[config.mk]
export PLATFORM = sky130hd
export DESIGN_NAME = alarm_status_register_pair
export DESIGN_NICKNAME = d
export VERILOG_FILES = /design/src/alarm_pkg.sv /design/src/frame_pulse_monitor.sv /design/src/alarm_status_register_pair.sv
export SDC_FILE = /design/constraint.sdc
export NUM_CORES = 1
export LEC_CHECK = 0
export ABC_AREA = 0
export BUFFER_PORTS_ARGS = -buffer_cell sky130_fd_sc_hd__buf_4
export CORE_ASPECT_RATIO = 1.5
export CORE_MARGIN = 4
export CORE_UTILIZATION = 35
export DETAILED_ROUTE_END_ITERATION = 16
export PLACE_DENSITY = 0.53
export SETUP_SLACK_MARGIN = 0.02
export SLEW_MARGIN = 20
export SYNTH_ARGS = -nofsm -noshare
export SYNTH_HDL_FRONTEND = slang
export SYNTH_SLANG_ARGS = --single-unit
export TNS_END_PERCENT = 1
[constraint.sdc]
create_clock -name ref_clk -period 6.2 [get_ports ref_clk]
set_clock_uncertainty 0.15 [all_clocks]
set_input_delay 0.93 -clock ref_clk [delete_from_list [all_inputs] [get_ports ref_clk]]
set_output_delay 0.93 -clock ref_clk [all_outputs]
set_load 0.05 [all_outputs]
[src/alarm_pkg.sv]
// Package with register map, field positions and detector constants for the alarm status pair.
package alarm_pkg;

  // ----------------------------------------------------------------
  // Register map
  // ----------------------------------------------------------------
  // Printed offset 0x21 is not a multiple of four, so the offsets are indices; byte address = 4 * index.
  localparam logic [7:0] live_status_index    = 8'h20;
  localparam logic [7:0] latched_status_index = 8'h21;
  localparam logic [7:0] control_index        = 8'h24;
  localparam logic [7:0] status_reset_value   = 8'h00;
  localparam logic [7:0] control_reset_value  = 8'h00;

  // ----------------------------------------------------------------
  // Alarm bit positions
  // ----------------------------------------------------------------
  localparam int bit_unlocked   = 7;
  localparam int bit_line_ais   = 6;
  localparam int bit_fifo_slip  = 5;
  localparam int bit_add_j1     = 4;
  localparam int bit_clock_loss = 3;
  localparam int bit_ext_ais    = 2;
  localparam int bit_drop_j1    = 1;
  localparam int bit_byte_ais   = 0;

  // ----------------------------------------------------------------
  // Control bit positions
  // ----------------------------------------------------------------
  localparam int ctl_analyzer_enable = 0;
  localparam int ctl_frame_qualified = 1;
  localparam int ctl_rx_ais_enable   = 2;
  localparam int ctl_rdi_enable      = 3;
  localparam int ctl_stuffing_select = 4;
  localparam int ctl_add_bus_timing  = 5;

  // ----------------------------------------------------------------
  // Detector constants
  // ----------------------------------------------------------------
  localparam int analyzer_window      = 1000;
  localparam int analyzer_error_limit = 30;
  localparam int analyzer_lock_bits   = 24;
  localparam int frame_bits           = 2928;
  localparam int ais_zero_limit       = 5;
  localparam int j1_frame_count       = 8;
  localparam int clock_stuck_min      = 12;
  localparam int clock_stuck_max      = 34;
  localparam int byte_ones_majority   = 5;

endpackage : alarm_pkg

[src/frame_pulse_monitor.sv]
// Loss-of-J1 monitor that counts consecutive frames with or without the pulse.
`timescale 1ns/100ps
module frame_pulse_monitor #(
  parameter int frames = alarm_pkg::j1_frame_count
) (
  input  wire logic ref_clk,
  input  wire logic reset,
  input  wire logic enable,
  input  wire logic frame_tick,
  input  wire logic pulse_seen,
  output logic      loss
);

  initial begin
    if (frames < 1 || frames > 255) begin
      $error("frame_pulse_monitor: frames out of range");
    end
  end

  logic [7:0] run;

  // Counts consecutive frames that disagree with the present alarm state.
  always_ff @(posedge ref_clk) begin
    if (reset || !enable) begin
      run  <= 8'h00;
      loss <= 1'b0;
    end else if (frame_tick) begin
      if (pulse_seen == loss) begin
        if (run == 8'(frames - 1)) begin
          run  <= 8'h00;
          loss <= ~loss;
        end else begin
          run <= run + 8'h01;
        end
      end else begin
        run <= 8'h00;
      end
    end
  end

endmodule : frame_pulse_monitor

[src/alarm_status_register_pair.sv]
// Alarm detectors and live/latched status register pair on an Avalon-MM slave.
`timescale 1ns/100ps
module alarm_status_register_pair #(
  parameter int stuck_cycles = 23,
  parameter int error_width  = 16
) (
  input  wire logic        ref_clk,
  input  wire logic        reset,
  input  wire logic [9:0]  avs_address,
  input  wire logic        avs_read,
  input  wire logic        avs_write,
  input  wire logic [31:0] avs_writedata,
  input  wire logic [3:0]  avs_byteenable,
  output logic [31:0]      avs_readdata,
  output logic             avs_waitrequest,
  output logic [1:0]       avs_response,
  input  wire logic        analyzer_bit_valid,
  input  wire logic        analyzer_bit_error,
  output logic [15:0]      analyzer_error_count,
  input  wire logic        tx_line_bit_valid,
  input  wire logic        tx_line_bit,
  input  wire logic        tx_frame_aligned,
  input  wire logic        tx_fifo_overflow,
  input  wire logic        tx_fifo_underflow,
  output logic             tx_fifo_recenter,
  input  wire logic        add_frame_tick,
  input  wire logic        add_composite_frame_pulse,
  input  wire logic        drop_frame_tick,
  input  wire logic        drop_composite_frame_pulse,
  input  wire logic        pointer_tracking_enable_pin,
  input  wire logic        ram_clock_input,
  input  wire logic        ais_clock_input,
  input  wire logic        external_ais_pin_n,
  input  wire logic        e1_byte_valid,
  input  wire logic [7:0]  e1_byte,
  output logic             rx_ais_generate,
  output logic             path_rdi_generate,
  output logic             line_ais_from_ais_clock
);

  // ----------------------------------------------------------------
  // Parameter checks
  // ----------------------------------------------------------------
  initial begin
    if (stuck_cycles < alarm_pkg::clock_stuck_min || stuck_cycles > alarm_pkg::clock_stuck_max) begin
      $error("alarm_status_register_pair: stuck_cycles outside 12 to 34");
    end
    if (error_width != 16) begin
      $error("alarm_status_register_pair: error counter must be 16 bits");
    end
  end

  // ----------------------------------------------------------------
  // Functions
  // ----------------------------------------------------------------
  function automatic logic [3:0] count_ones(input logic [7:0] value);
    logic [3:0] sum;
    sum = 4'h0;
    for (int i = 0; i < 8; i++) begin
      sum = sum + {3'b000, value[i]};
    end
    return sum;
  endfunction : count_ones

  function automatic logic index_hit(input logic [9:0] addr, input logic [7:0] index);
    return addr[9:2] == index && addr[1:0] == 2'b00;
  endfunction : index_hit

  // ----------------------------------------------------------------
  // Control register
  // ----------------------------------------------------------------
  logic [7:0] control;
  logic [7:0] live;
  logic [7:0] latched;
  logic       hit_live;
  logic       hit_latched;
  logic       hit_control;
  logic       read_pending;

  assign hit_live    = index_hit(avs_address, alarm_pkg::live_status_index);
  assign hit_latched = index_hit(avs_address, alarm_pkg::latched_status_index);
  assign hit_control = index_hit(avs_address, alarm_pkg::control_index);

  always_ff @(posedge ref_clk) begin
    if (reset) begin
      control <= alarm_pkg::control_reset_value;
    end else if (avs_write && !avs_waitrequest && hit_control && avs_byteenable[0]) begin
      control <= avs_writedata[7:0];
    end
  end

  // ----------------------------------------------------------------
  // Pattern analyzer
  // ----------------------------------------------------------------
  logic       analyzer_on;
  logic       unlocked;
  logic [9:0] window_bits;
  logic [5:0] window_errors;
  logic [4:0] good_run;

  assign analyzer_on = control[alarm_pkg::ctl_analyzer_enable];

  always_ff @(posedge ref_clk) begin
    if (reset || !analyzer_on) begin
      unlocked      <= 1'b1;
      window_bits   <= 10'h000;
      window_errors <= 6'h00;
      good_run      <= 5'h00;
    end else if (analyzer_bit_valid) begin
      if (unlocked) begin
        if (analyzer_bit_error) begin
          good_run <= 5'h00;
        end else if (good_run == 5'(alarm_pkg::analyzer_lock_bits - 1)) begin
          unlocked      <= 1'b0;
          good_run      <= 5'h00;
          window_bits   <= 10'h000;
          window_errors <= 6'h00;
        end else begin
          good_run <= good_run + 5'h01;
        end
      end else begin
        if (analyzer_bit_error && window_errors == 6'(alarm_pkg::analyzer_error_limit - 1)) begin
          unlocked <= 1'b1;
        end
        if (window_bits == 10'(alarm_pkg::analyzer_window - 1)) begin
          window_bits   <= 10'h000;
          window_errors <= 6'h00;
        end else begin
          window_bits   <= window_bits + 10'h001;
          window_errors <= window_errors + {5'h00, analyzer_bit_error};
        end
      end
    end
  end

  always_ff @(posedge ref_clk) begin
    if (reset) begin
      analyzer_error_count <= 16'h0000;
    end else if (analyzer_on && !unlocked && analyzer_bit_valid && analyzer_bit_error
                 && analyzer_error_count != 16'hffff) begin
      analyzer_error_count <= analyzer_error_count + 16'h0001;
    end
  end

  // ----------------------------------------------------------------
  // Transmit line AIS
  // ----------------------------------------------------------------
  logic [11:0] frame_pos;
  logic [2:0]  zeros;
  logic        prev_few;
  logic        prev_many;
  logic        line_ais;
  logic        this_few;
  logic        frame_end;

  assign frame_end = tx_line_bit_valid && frame_pos == 12'(alarm_pkg::frame_bits - 1);
  assign this_few  = {1'b0, zeros} + {3'b000, ~tx_line_bit} <= 4'(alarm_pkg::ais_zero_limit);

  always_ff @(posedge ref_clk) begin
    if (reset) begin
      frame_pos <= 12'h000;
      zeros     <= 3'h0;
      prev_few  <= 1'b0;
      prev_many <= 1'b0;
      line_ais  <= 1'b0;
    end else begin
      if (control[alarm_pkg::ctl_frame_qualified] && tx_frame_aligned) begin
        line_ais <= 1'b0;
      end
      if (tx_line_bit_valid) begin
        if (frame_end) begin
          frame_pos <= 12'h000;
          zeros     <= 3'h0;
          prev_few  <= this_few;
          prev_many <= !this_few;
          if (this_few && prev_few && (!control[alarm_pkg::ctl_frame_qualified]
                                       || !tx_frame_aligned)) begin
            line_ais <= 1'b1;
          end else if (!this_few && prev_many) begin
            line_ais <= 1'b0;
          end
        end else begin
          frame_pos <= frame_pos + 12'h001;
          if (!tx_line_bit && zeros != 3'h7) begin
            zeros <= zeros + 3'h1;
          end
        end
      end
    end
  end

  // ----------------------------------------------------------------
  // Transmit FIFO slip
  // ----------------------------------------------------------------
  logic fifo_slip;

  always_ff @(posedge ref_clk) begin
    if (reset) begin
      fifo_slip        <= 1'b0;
      tx_fifo_recenter <= 1'b0;
    end else begin
      fifo_slip        <= tx_fifo_overflow || tx_fifo_underflow;
      tx_fifo_recenter <= tx_fifo_overflow || tx_fifo_underflow;
    end
  end

  // ----------------------------------------------------------------
  // J1 loss monitors
  // ----------------------------------------------------------------
  logic add_j1_loss;
  logic drop_j1_loss;

  frame_pulse_monitor add_monitor (
    .ref_clk    (ref_clk),
    .reset      (reset),
    .enable     (control[alarm_pkg::ctl_add_bus_timing]),
    .frame_tick (add_frame_tick),
    .pulse_seen (add_composite_frame_pulse),
    .loss       (add_j1_loss)
  );

  frame_pulse_monitor drop_monitor (
    .ref_clk    (ref_clk),
    .reset      (reset),
    .enable     (!pointer_tracking_enable_pin),
    .frame_tick (drop_frame_tick),
    .pulse_seen (drop_composite_frame_pulse),
    .loss       (drop_j1_loss)
  );

  // ----------------------------------------------------------------
  // AIS clock loss
  // ----------------------------------------------------------------
  logic       ram_clock_last;
  logic       ais_clock_last;
  logic [5:0] stuck_count;
  logic       clock_loss;

  always_ff @(posedge ref_clk) begin
    if (reset) begin
      ram_clock_last <= 1'b0;
      ais_clock_last <= 1'b0;
      stuck_count    <= 6'h00;
      clock_loss     <= 1'b0;
    end else begin
      ram_clock_last <= ram_clock_input;
      ais_clock_last <= ais_clock_input;
      if (ais_clock_input != ais_clock_last) begin
        stuck_count <= 6'h00;
        clock_loss  <= 1'b0;
      end else if (ram_clock_input && !ram_clock_last && !clock_loss) begin
        if (stuck_count == 6'(stuck_cycles - 1)) begin
          clock_loss <= 1'b1;
        end else begin
          stuck_count <= stuck_count + 6'h01;
        end
      end
    end
  end

  // ----------------------------------------------------------------
  // External AIS, E1 byte AIS, generation controls
  // ----------------------------------------------------------------
  logic ext_ais;
  logic byte_ais;

  always_ff @(posedge ref_clk) begin
    if (reset) begin
      ext_ais           <= 1'b0;
      rx_ais_generate   <= 1'b0;
      path_rdi_generate <= 1'b0;
    end else begin
      ext_ais           <= !external_ais_pin_n;
      rx_ais_generate   <= !external_ais_pin_n && control[alarm_pkg::ctl_rx_ais_enable];
      path_rdi_generate <= !external_ais_pin_n && control[alarm_pkg::ctl_rdi_enable];
    end
  end

  always_ff @(posedge ref_clk) begin
    if (reset) begin
      byte_ais <= 1'b0;
    end else if (e1_byte_valid) begin
      byte_ais <= count_ones(e1_byte) >= 4'(alarm_pkg::byte_ones_majority);
    end
  end

  always_ff @(posedge ref_clk) begin
    if (reset) begin
      line_ais_from_ais_clock <= 1'b1;
    end else begin
      line_ais_from_ais_clock <= !control[alarm_pkg::ctl_stuffing_select];
    end
  end

  // ----------------------------------------------------------------
  // Status registers and bus slave
  // ----------------------------------------------------------------
  always_comb begin
    live                           = alarm_pkg::status_reset_value;
    live[alarm_pkg::bit_unlocked]  = analyzer_on && unlocked;
    live[alarm_pkg::bit_line_ais]  = line_ais;
    live[alarm_pkg::bit_fifo_slip] = fifo_slip;
    live[alarm_pkg::bit_add_j1]    = add_j1_loss;
    live[alarm_pkg::bit_clock_loss] = clock_loss;
    live[alarm_pkg::bit_ext_ais]   = ext_ais;
    live[alarm_pkg::bit_drop_j1]   = drop_j1_loss;
    live[alarm_pkg::bit_byte_ais]  = byte_ais;
  end

  always_ff @(posedge ref_clk) begin
    if (reset) begin
      latched <= alarm_pkg::status_reset_value;
    end else if (avs_read && !avs_waitrequest && hit_latched) begin
      latched <= live;
    end else begin
      latched <= latched | live;
    end
  end

  // One wait cycle per access; the answer comes on the second cycle.
  always_ff @(posedge ref_clk) begin
    if (reset) begin
      read_pending <= 1'b0;
    end else begin
      read_pending <= (avs_read || avs_write) && avs_waitrequest;
    end
  end

  assign avs_waitrequest = (avs_read || avs_write) && !read_pending;

  always_ff @(posedge ref_clk) begin
    if (reset) begin
      avs_readdata <= 32'h0000_0000;
      avs_response <= 2'b00;
    end else if ((avs_read || avs_write) && avs_waitrequest) begin
      avs_response <= (hit_live || hit_latched || hit_control) ? 2'b00 : 2'b11;
      if (hit_live) begin
        avs_readdata <= {24'h000000, live};
      end else if (hit_latched) begin
        avs_readdata <= {24'h000000, latched | live};
      end else if (hit_control) begin
        avs_readdata <= {24'h000000, control};
      end else begin
        avs_readdata <= 32'h0000_0000;
      end
    end
  end

endmodule : alarm_status_register_pair

==> results of run 1 <==
-- logic make-up (layout without fill, tap and decap cells) --
family          after synthesis  in the layout  share of synthesized area
xor+xnor                     31             31                     0.0482
simple gates                263            263                      0.255
buf+inv                      78            137                     0.0710
fa+ha+maj                    21             21                     0.0519
flops                       115            115                      0.408
compound gates              129            129                      0.140
other cells                   1             24                   0.000665
mux                          14             14                     0.0253
-- worst max-delay path, stage by stage --
cell and delay (ns):
buf_4 0.08, inv_1 0.04, fa_1 0.54, fa_1 0.44, fa_1 0.45, inv_1 0.07, ha_1 0.15, inv_1 0.05
fa_1 0.38, xnor2_1 0.15, o21ai_0 0.10, a311oi_1 0.26
-- worst paths after layout --
path / from / end / slack (ns)
min: control[4] / line_ais_from_ais_clock / 0.26
min reg2reg: control[4] / line_ais_from_ais_clock / 0.26
max: e1_byte[0] / byte_ais / 2.72
max reg2reg: analyzer_error_count[0] / analyzer_error_count[8] / 3.53
-- layout by cell type (no fill, tap or decap), types with 8 or more instances in the layout --
cell type	count
xnor2_1	17
a21oi_1	49
ha_1	17
nor2_1	82
nand3_1	22
clkbuf_16	17
xor2_1	14
nor2b_1	8
nand2b_1	11
mux2i_1	12
or4_1	8
buf_4	78
nand4_1	20
nor3_1	9
nand2_1	30
a22oi_1	13
conb_1	24
o2bb2ai_1	8
or3_1	20
inv_1	27
o21ai_0	27
dfxtp_1	115
-- layer usage --
| layer | share of wire | vias to the layer above | track usage |
|---|---|---|---|
| met3 | 0.039 | 12 | 0.0419 |
| met2 | 0.51 | 97 | 0.267 |
| li1 | - | 2410 | - |
| met5 | 0 | - | 0 |
| met4 | 0.015 | 0 | 0.0581 |
| met1 | 0.44 | 2271 | 0.170 |
-- state kept, by name, summed over array words and instances (netlist names), 8 cells and up --
register              cells
analyzer_error_count     16
frame_pos                12
window_bits              10
add_monitor.run           8
avs_readdata              8
control                   8
drop_monitor.run          8
latched                   8
-- cells in the mapped netlist (all sizes together) (14+ instances only) --
cell type  count  area [µm²]
a21oi         50         254
buf           28         211
clkbuf        23        87.6
dfxtp        115        2300
ha            17         213
inv           27         101
nand2         30         113
nand3         22         110
nand4         20         125
nor2          82         308
o21ai         28         140
or3           20         125
xnor2         17         149
xor2          14         123
-- layout make-up --
type / instances / area, µm² / area share
clock buffer: 23 / 478 / 0.0691
clock inverter: 9 / 175 / 0.0253
inverter: 27 / 101 / 0.0146
multi-input combinational: 482 / 3020 / 0.437
sequential: 115 / 2300 / 0.333
tap: 203 / 254 / 0.0367
timing repair buffer: 78 / 586 / 0.0846
-- power groups by stage --
| stage | clock [mW] | combinational [mW] | sequential [mW] |
|---|---|---|---|
| finish | 1.07 | 0.146 | 0.755 |
| global route | 1.14 | 0.161 | 0.755 |
| CTS | 1.10 | 0.147 | 0.754 |
| detailed placement | 0 | 0.146 | 0.770 |
| global placement | 0 | 0.140 | 0.770 |
| floorplan | 0 | 0.111 | 0.772 |
-- metrics by stage --
| step | instance area (µm²) | utilization | power (mW) | hold slack [ns] |
|---|---|---|---|---|
| 3_3_place_gp | 6260 | 0.399 | 0.909 | 0.253 |
| 6_report | 6920 | 0.441 | 1.98 | 0.263 |
| 2_1_floorplan | 5720 | - | 0.883 | 0.233 |
| 4_1_cts | 6920 | 0.441 | 2.00 | 0.264 |
| 3_5_place_dp | 6260 | 0.399 | 0.916 | 0.254 |
| 5_1_grt | 6920 | 0.441 | 2.05 | 0.298 |
==> summary.md, run 1 <==
| Metric | Value |
|---|---|
| Outcome | complete, no violations |
| Share of layout cells above drive strength 1 | 0.168 |
| Worst setup SP type | input pin |
| Worst skew pair latency | just over 0.4 ns |
| Power per cell area | 285 nW/µm² |
| CTS tree | yes |
| FF-to-FF path depth | 6 |
| Data required time of the worst path | between 6 and 7 ns |
| Part of the power in combinational logic | 0.074 |
| Port Buffers | 77 |
| Post-detailed-route count of antenna-violating nets | 0 |
| RSZ-0062 raised after global routing | no |
| CTS Hold Bufs | 0 |
| Vias per std cell | between 5 and 6 |
| Worst hold stages | 1 |
| Die ar. | 18200 µm² |
| Residual DRC | 0 |
| Synthesis Warnings | 0 |
| Antenna Cells | 0 |
| Period utilization | 0.561 |
| Final setup margin | approximately 2.7 ns |
| Area growth syn-to-layout | 22.8% |
| Drt first pass iters | 5 |
| F_max | 287 MHz |
| Final hold violation count | 0 |
| Avg Inst Size Synth | just under 9 µm² |
| FF+latch count, synth | roughly 120 |
| Cell variety after synth | a little over 60 |
| Worst-Margin Slew | roughly 0.95 ns |
| Net Sw Power | between 400 and 500 µW |
| Final setup TNS | 0 ns |
| Pre-CTS setup slack | 2.27 ns |
| Clk buf depth | 2 |
| Switching share of power | 0.219 |
| Post-synth ARST share | 0 |
| Vias in the first global route | roughly 4700 |
| Cells after synthesis | approximately 650 |
| Num rows | 56 |
| Detailed Place HPWL | 9.52 mm |
| CTS Sinks | 115 |
| P_int | roughly 1.5 mW |
| Placed cell count | between 900 and 1000 |
| Pleak | approximately 2.7 nW |
| Clk root buf | clkbuf_16 |
| Detailed-route wire length | 13.5 mm |
| Setup Buffers After CTS | 0 |
| Seq/Total Area, Yosys | 0.408 |
| Critical Path Fanout Max | 2 |
| Synthesized area | approximately 5600 µm² |
| Most used DFF post-synth | dfxtp_1 |
| Slew Limit Headroom | 0.364 |
| Final-stage net count | between 800 and 900 |
| DIE WIDTH | around 110 µm |
| H-tree Lvls | 4 |
| Worst path arrival time | between 3 and 4 ns |
| Maximum VDD drop | between 150 and 200 µV |
| Worst Hold Class | reg2reg |
| DRT iter0 DRCs | 169 |
| I/O pin cnt | 129 |
| Final std cells w/o fill | roughly 940 |
| Core area | about 16000 µm² |
| Max_cap viols | 0 |
| CTS buffer count | 17 |
| Clock share of power | 0.544 |
| CP Capture Type | register |
| Largest net degree at the start of global routing | 66 |
| Critical Setup Path Class | in2reg |
| Sequential share of power | 0.382 |
| Total global-route track usage | 0.150 |
| Die height | between 150 and 200 µm |
| Post-synth EDFFs | 0 |
| Global-route wire length before repair | roughly 22 mm |
| Starting Density | 0.359 |
| Final setup viols | 0 |
| Total grt overflow | 0 |
| Vias | approximately 4800 |
| GPL Wtd Cong | ~0.79 |
| Min Tclk post-route | 3.48 ns |
| Initial antenna violation count | 0 |
| Clock slew at reported path FFs | ~0.050 ns |
| DR WL/cell | 14.4 µm |
| Fillcell total | between 1500 and 2000 |
| PostCTS Resize Cnt | 0 |
| Max Slew Vio Count | 0 |
Power figures use the tool's default switching activity.
==> inputs of run 2 (changes only) <==
--- a/config.mk
+++ b/config.mk
@@ -5,13 +5,13 @@
 export SDC_FILE = /design/constraint.sdc
 export NUM_CORES = 1
 export LEC_CHECK = 0
-export ABC_AREA = 0
+export ABC_AREA = 1
 export BUFFER_PORTS_ARGS = -buffer_cell sky130_fd_sc_hd__buf_4
 export CORE_ASPECT_RATIO = 1.5
 export CORE_MARGIN = 4
 export CORE_UTILIZATION = 35
 export DETAILED_ROUTE_END_ITERATION = 16
-export PLACE_DENSITY = 0.53
+export PLACE_DENSITY = 0.52
 export SETUP_SLACK_MARGIN = 0.02
 export SLEW_MARGIN = 20
 export SYNTH_ARGS = -nofsm -noshare
==> constraint.sdc (replaced) <==
create_clock -name ref_clk -period 3.4 [get_ports ref_clk]
set_clock_uncertainty 0.15 [all_clocks]
set_input_delay 0.51 -clock ref_clk [delete_from_list [all_inputs] [get_ports ref_clk]]
set_output_delay 0.51 -clock ref_clk [all_outputs]
set_load 0.05 [all_outputs]
==> summary.md, run 2 <==
| Metric | Value |
|---|---|
| Outcome | complete, no violations |
| Top Registers | analyzer_error_count: 16 flops, frame_pos: 12 flops, window_bits: 10 flops |
| Seq/Total Area, Yosys | 0.380 |
| Detailed-route wire length | 14.3 mm |
| Share of layout cells above drive strength 1 | 0.162 |
| Max Slew Vio Count | 0 |
| Finished layout cell area | 7290 µm² |
| F_max | 347 MHz |
| Net Sw Power | a little over 800 µW |
| Worst Hold Class | in2reg |
| Global-route wire length before repair | ~24 mm |
| Post-synth EDFFs | 0 |
| DIE WIDTH | roughly 120 µm |
| Post-layout util | 0.431 |
| Total grt overflow | 0 |
| Largest net degree at the start of global routing | 35 |
| Synth cell count leaders | nand2_1, dfxtp_1, nor2_1 |
| Max stage delay on crit path | around 0.55 ns |
| Worst setup SP type | input pin |
| Final-stage net count | approximately 1000 |
| Antenna Cells | 0 |
| GPL Wtd Cong | approximately 0.8 |
| Core area | about 17000 µm² |
| Area growth syn-to-layout | 20.6% |
| Vias per std cell | 4.64 |
| Worst path top cell family by delay | adder cells |
| CTS Hold Bufs | 0 |
| CP most frequent cell | fa_1 |
| Setup Buffers After CTS | 0 |
| Slew Limit Headroom | 0.438 |
| P_int | between 2 and 3 mW |
| Maximum VDD drop | between 200 and 300 µV |
| Post-detailed-route count of antenna-violating nets | 0 |
| Commonest non-fill, non-tap cells in the layout | nand2_1, dfxtp_1, nor2_1 |
| Synthesis Warnings | 0 |
| Most used DFF post-synth | dfxtp_1 |
| Leading cell type in the layout, fill and taps excluded | nand2_1 |
| Max_cap viols | 0 |
| Max reg flops | 16 |
| Worst skew pair latency | between 0.4 and 0.5 ns |
| Critical Setup Path Class | in2reg |
| FF+latch count, synth | about 120 |
| Cell with the most instances after synthesis | nand2_1 |
| Synthesized area | between 6000 and 7000 µm² |
| Avg Inst Size Synth | ~7 µm² |
| Clk root buf | clkbuf_16 |
| Min Tclk post-route | between 2 and 3 ns |
| Critical-path top delay cell | fa_1 |
| Data required time of the worst path | roughly 3.6 ns |
| Sequential share of power | 0.397 |
| Cell variety after synth | 40 |
| Post-synth ARST share | 0 |
| Final hold violation count | 0 |
| Cells after synthesis | just under 900 |
| Num rows | 58 |
| Final setup TNS | 0 ns |
| PostCTS Resize Cnt | 0 |
| Final setup viols | 0 |
| DRT iter0 DRCs | between 200 and 250 |
| Die ar. | about 20000 µm² |
| Detailed Place HPWL | between 10 and 15 mm |
| Post-DP Area | about 6700 µm² |
| Final setup margin | around 0.52 ns |
| CTS Sinks | around 120 |
| Initial antenna violation count | 0 |
| Drt first pass iters | 6 |
| Total global-route track usage | 0.154 |
| CP Capture Type | register |
| I/O pin cnt | between 100 and 150 |
| Period utilization | 0.847 |
| Worst path arrival time | approximately 3.1 ns |
| Vias | between 5000 and 6000 |
| Starting Density | 0.358 |
| Pre-CTS setup slack | 0.0681 ns |
| Largest cells by area after synthesis | dfxtp_1, nand2_1, a21oi_1, nor2_1, inv_1 |
| Register with the most flip-flops | analyzer_error_count |
| Port Buffers | 77 |
| Part of the power in combinational logic | 0.090 |
| CTS tree | yes |
| Residual DRC | 0 |
| Critical path cell sequence | buf_4 > inv_1 > fa_1 > fa_1 > fa_1 > inv_1 > ha_1 > inv_1 > fa_1 > nand2_1 > nand2_1 > a41oi_1 |
| Clock share of power | 0.514 |
| Pleak | approximately 3.0 nW |
| Clk buf depth | 2 |
| Yosys top cell area share | 0.380 |
| Worst-Margin Slew | around 0.84 ns |
| WP buf/inv | 4 |
| Critical Path Fanout Max | 2 |
| Switching share of power | 0.236 |
| Clock slew at reported path FFs | 0.05 ns |
| Largest area contributor in the netlist | dfxtp_1 |
| RSZ-0062 raised after global routing | no |
| DR WL/cell | 12.3 µm |
| Die height | 169 µm |
| CTS buffer count | 17 |
| R2R Path Start | analyzer_error_count[0] |
| H-tree Lvls | 4 |
| Power per cell area | just under 500 nW/µm² |
| Setup crit start | e1_byte[0] |
| Vias in the first global route | just over 5000 |
| HP Start | drop_composite_frame_pulse |
run 2: cell count changes after synthesis, sizes merged, moves of 13 or more:
| cell | delta |
|---|---|
| nand2 | +179 |
| inv | +81 |
| nand3 | +37 |
| nor2 | +32 |
| a21oi | +26 |
| or3 | -20 |
| o21ai | +18 |
| clkbuf | -17 |
| nor3 | +14 |
| a22oi | -13 |
run 2: kinds of logic after synthesis:
group,count (synthesis),share of synthesized area
compound gates,134,0.117
flops,115,0.380
other cells,1,0.000620
simple gates,422,0.308
xor+xnor,19,0.0275
buf+inv,154,0.117
fa+ha+maj,21,0.0484
run 2: final cells by class:
type	count	area [µm²]
multi-input combinational	620	3120
tap	210	263
clock inverter	4	70.1
clock buffer	25	526
fill	1790	9610
sequential	115	2300
timing repair buffer	80	601
inverter	109	409
run 2: path summary, 6_finish.rpt:
kind | to | slack [ns] | depth (start not counted)
min | drop_monitor.loss | 0.14 | 2
max | byte_ais | 0.52 | 12
max reg2reg | analyzer_error_count[10] | 1.26 | 9
min reg2reg | line_ais_from_ais_clock | 0.28 | 1
run 2: layer usage:
| layer | track usage | vias up | wire length, µm |
|---|---|---|---|
| met5 | 0 | - | 0 |
| met4 | 0.0577 | 0 | 245 |
| met3 | 0.0411 | 19 | 634 |
| met2 | 0.266 | 106 | 7130 |
| met1 | 0.181 | 2398 | 6240 |
| li1 | - | 2871 | - |
run 2: stage by stage:
stage          hold slack (ns)  power, mW  cells
2_1_floorplan            0.216       1.66    889
3_3_place_gp             0.285       1.73   1134
3_5_place_dp             0.286       1.74   1134
4_1_cts                  0.116       3.56   1163
5_1_grt                  0.129       3.64   1163
6_report                 0.138       3.50   1163
run 2: power groups by stage:
stage               registers [mW]  clock network (mW)  logic, mW
floorplan                     1.44                   0      0.216
global placement              1.42                   0      0.316
detailed placement            1.42                   0      0.319
CTS                           1.39                1.85      0.320
global route                  1.39                1.89      0.355
finish                        1.39                1.80      0.315
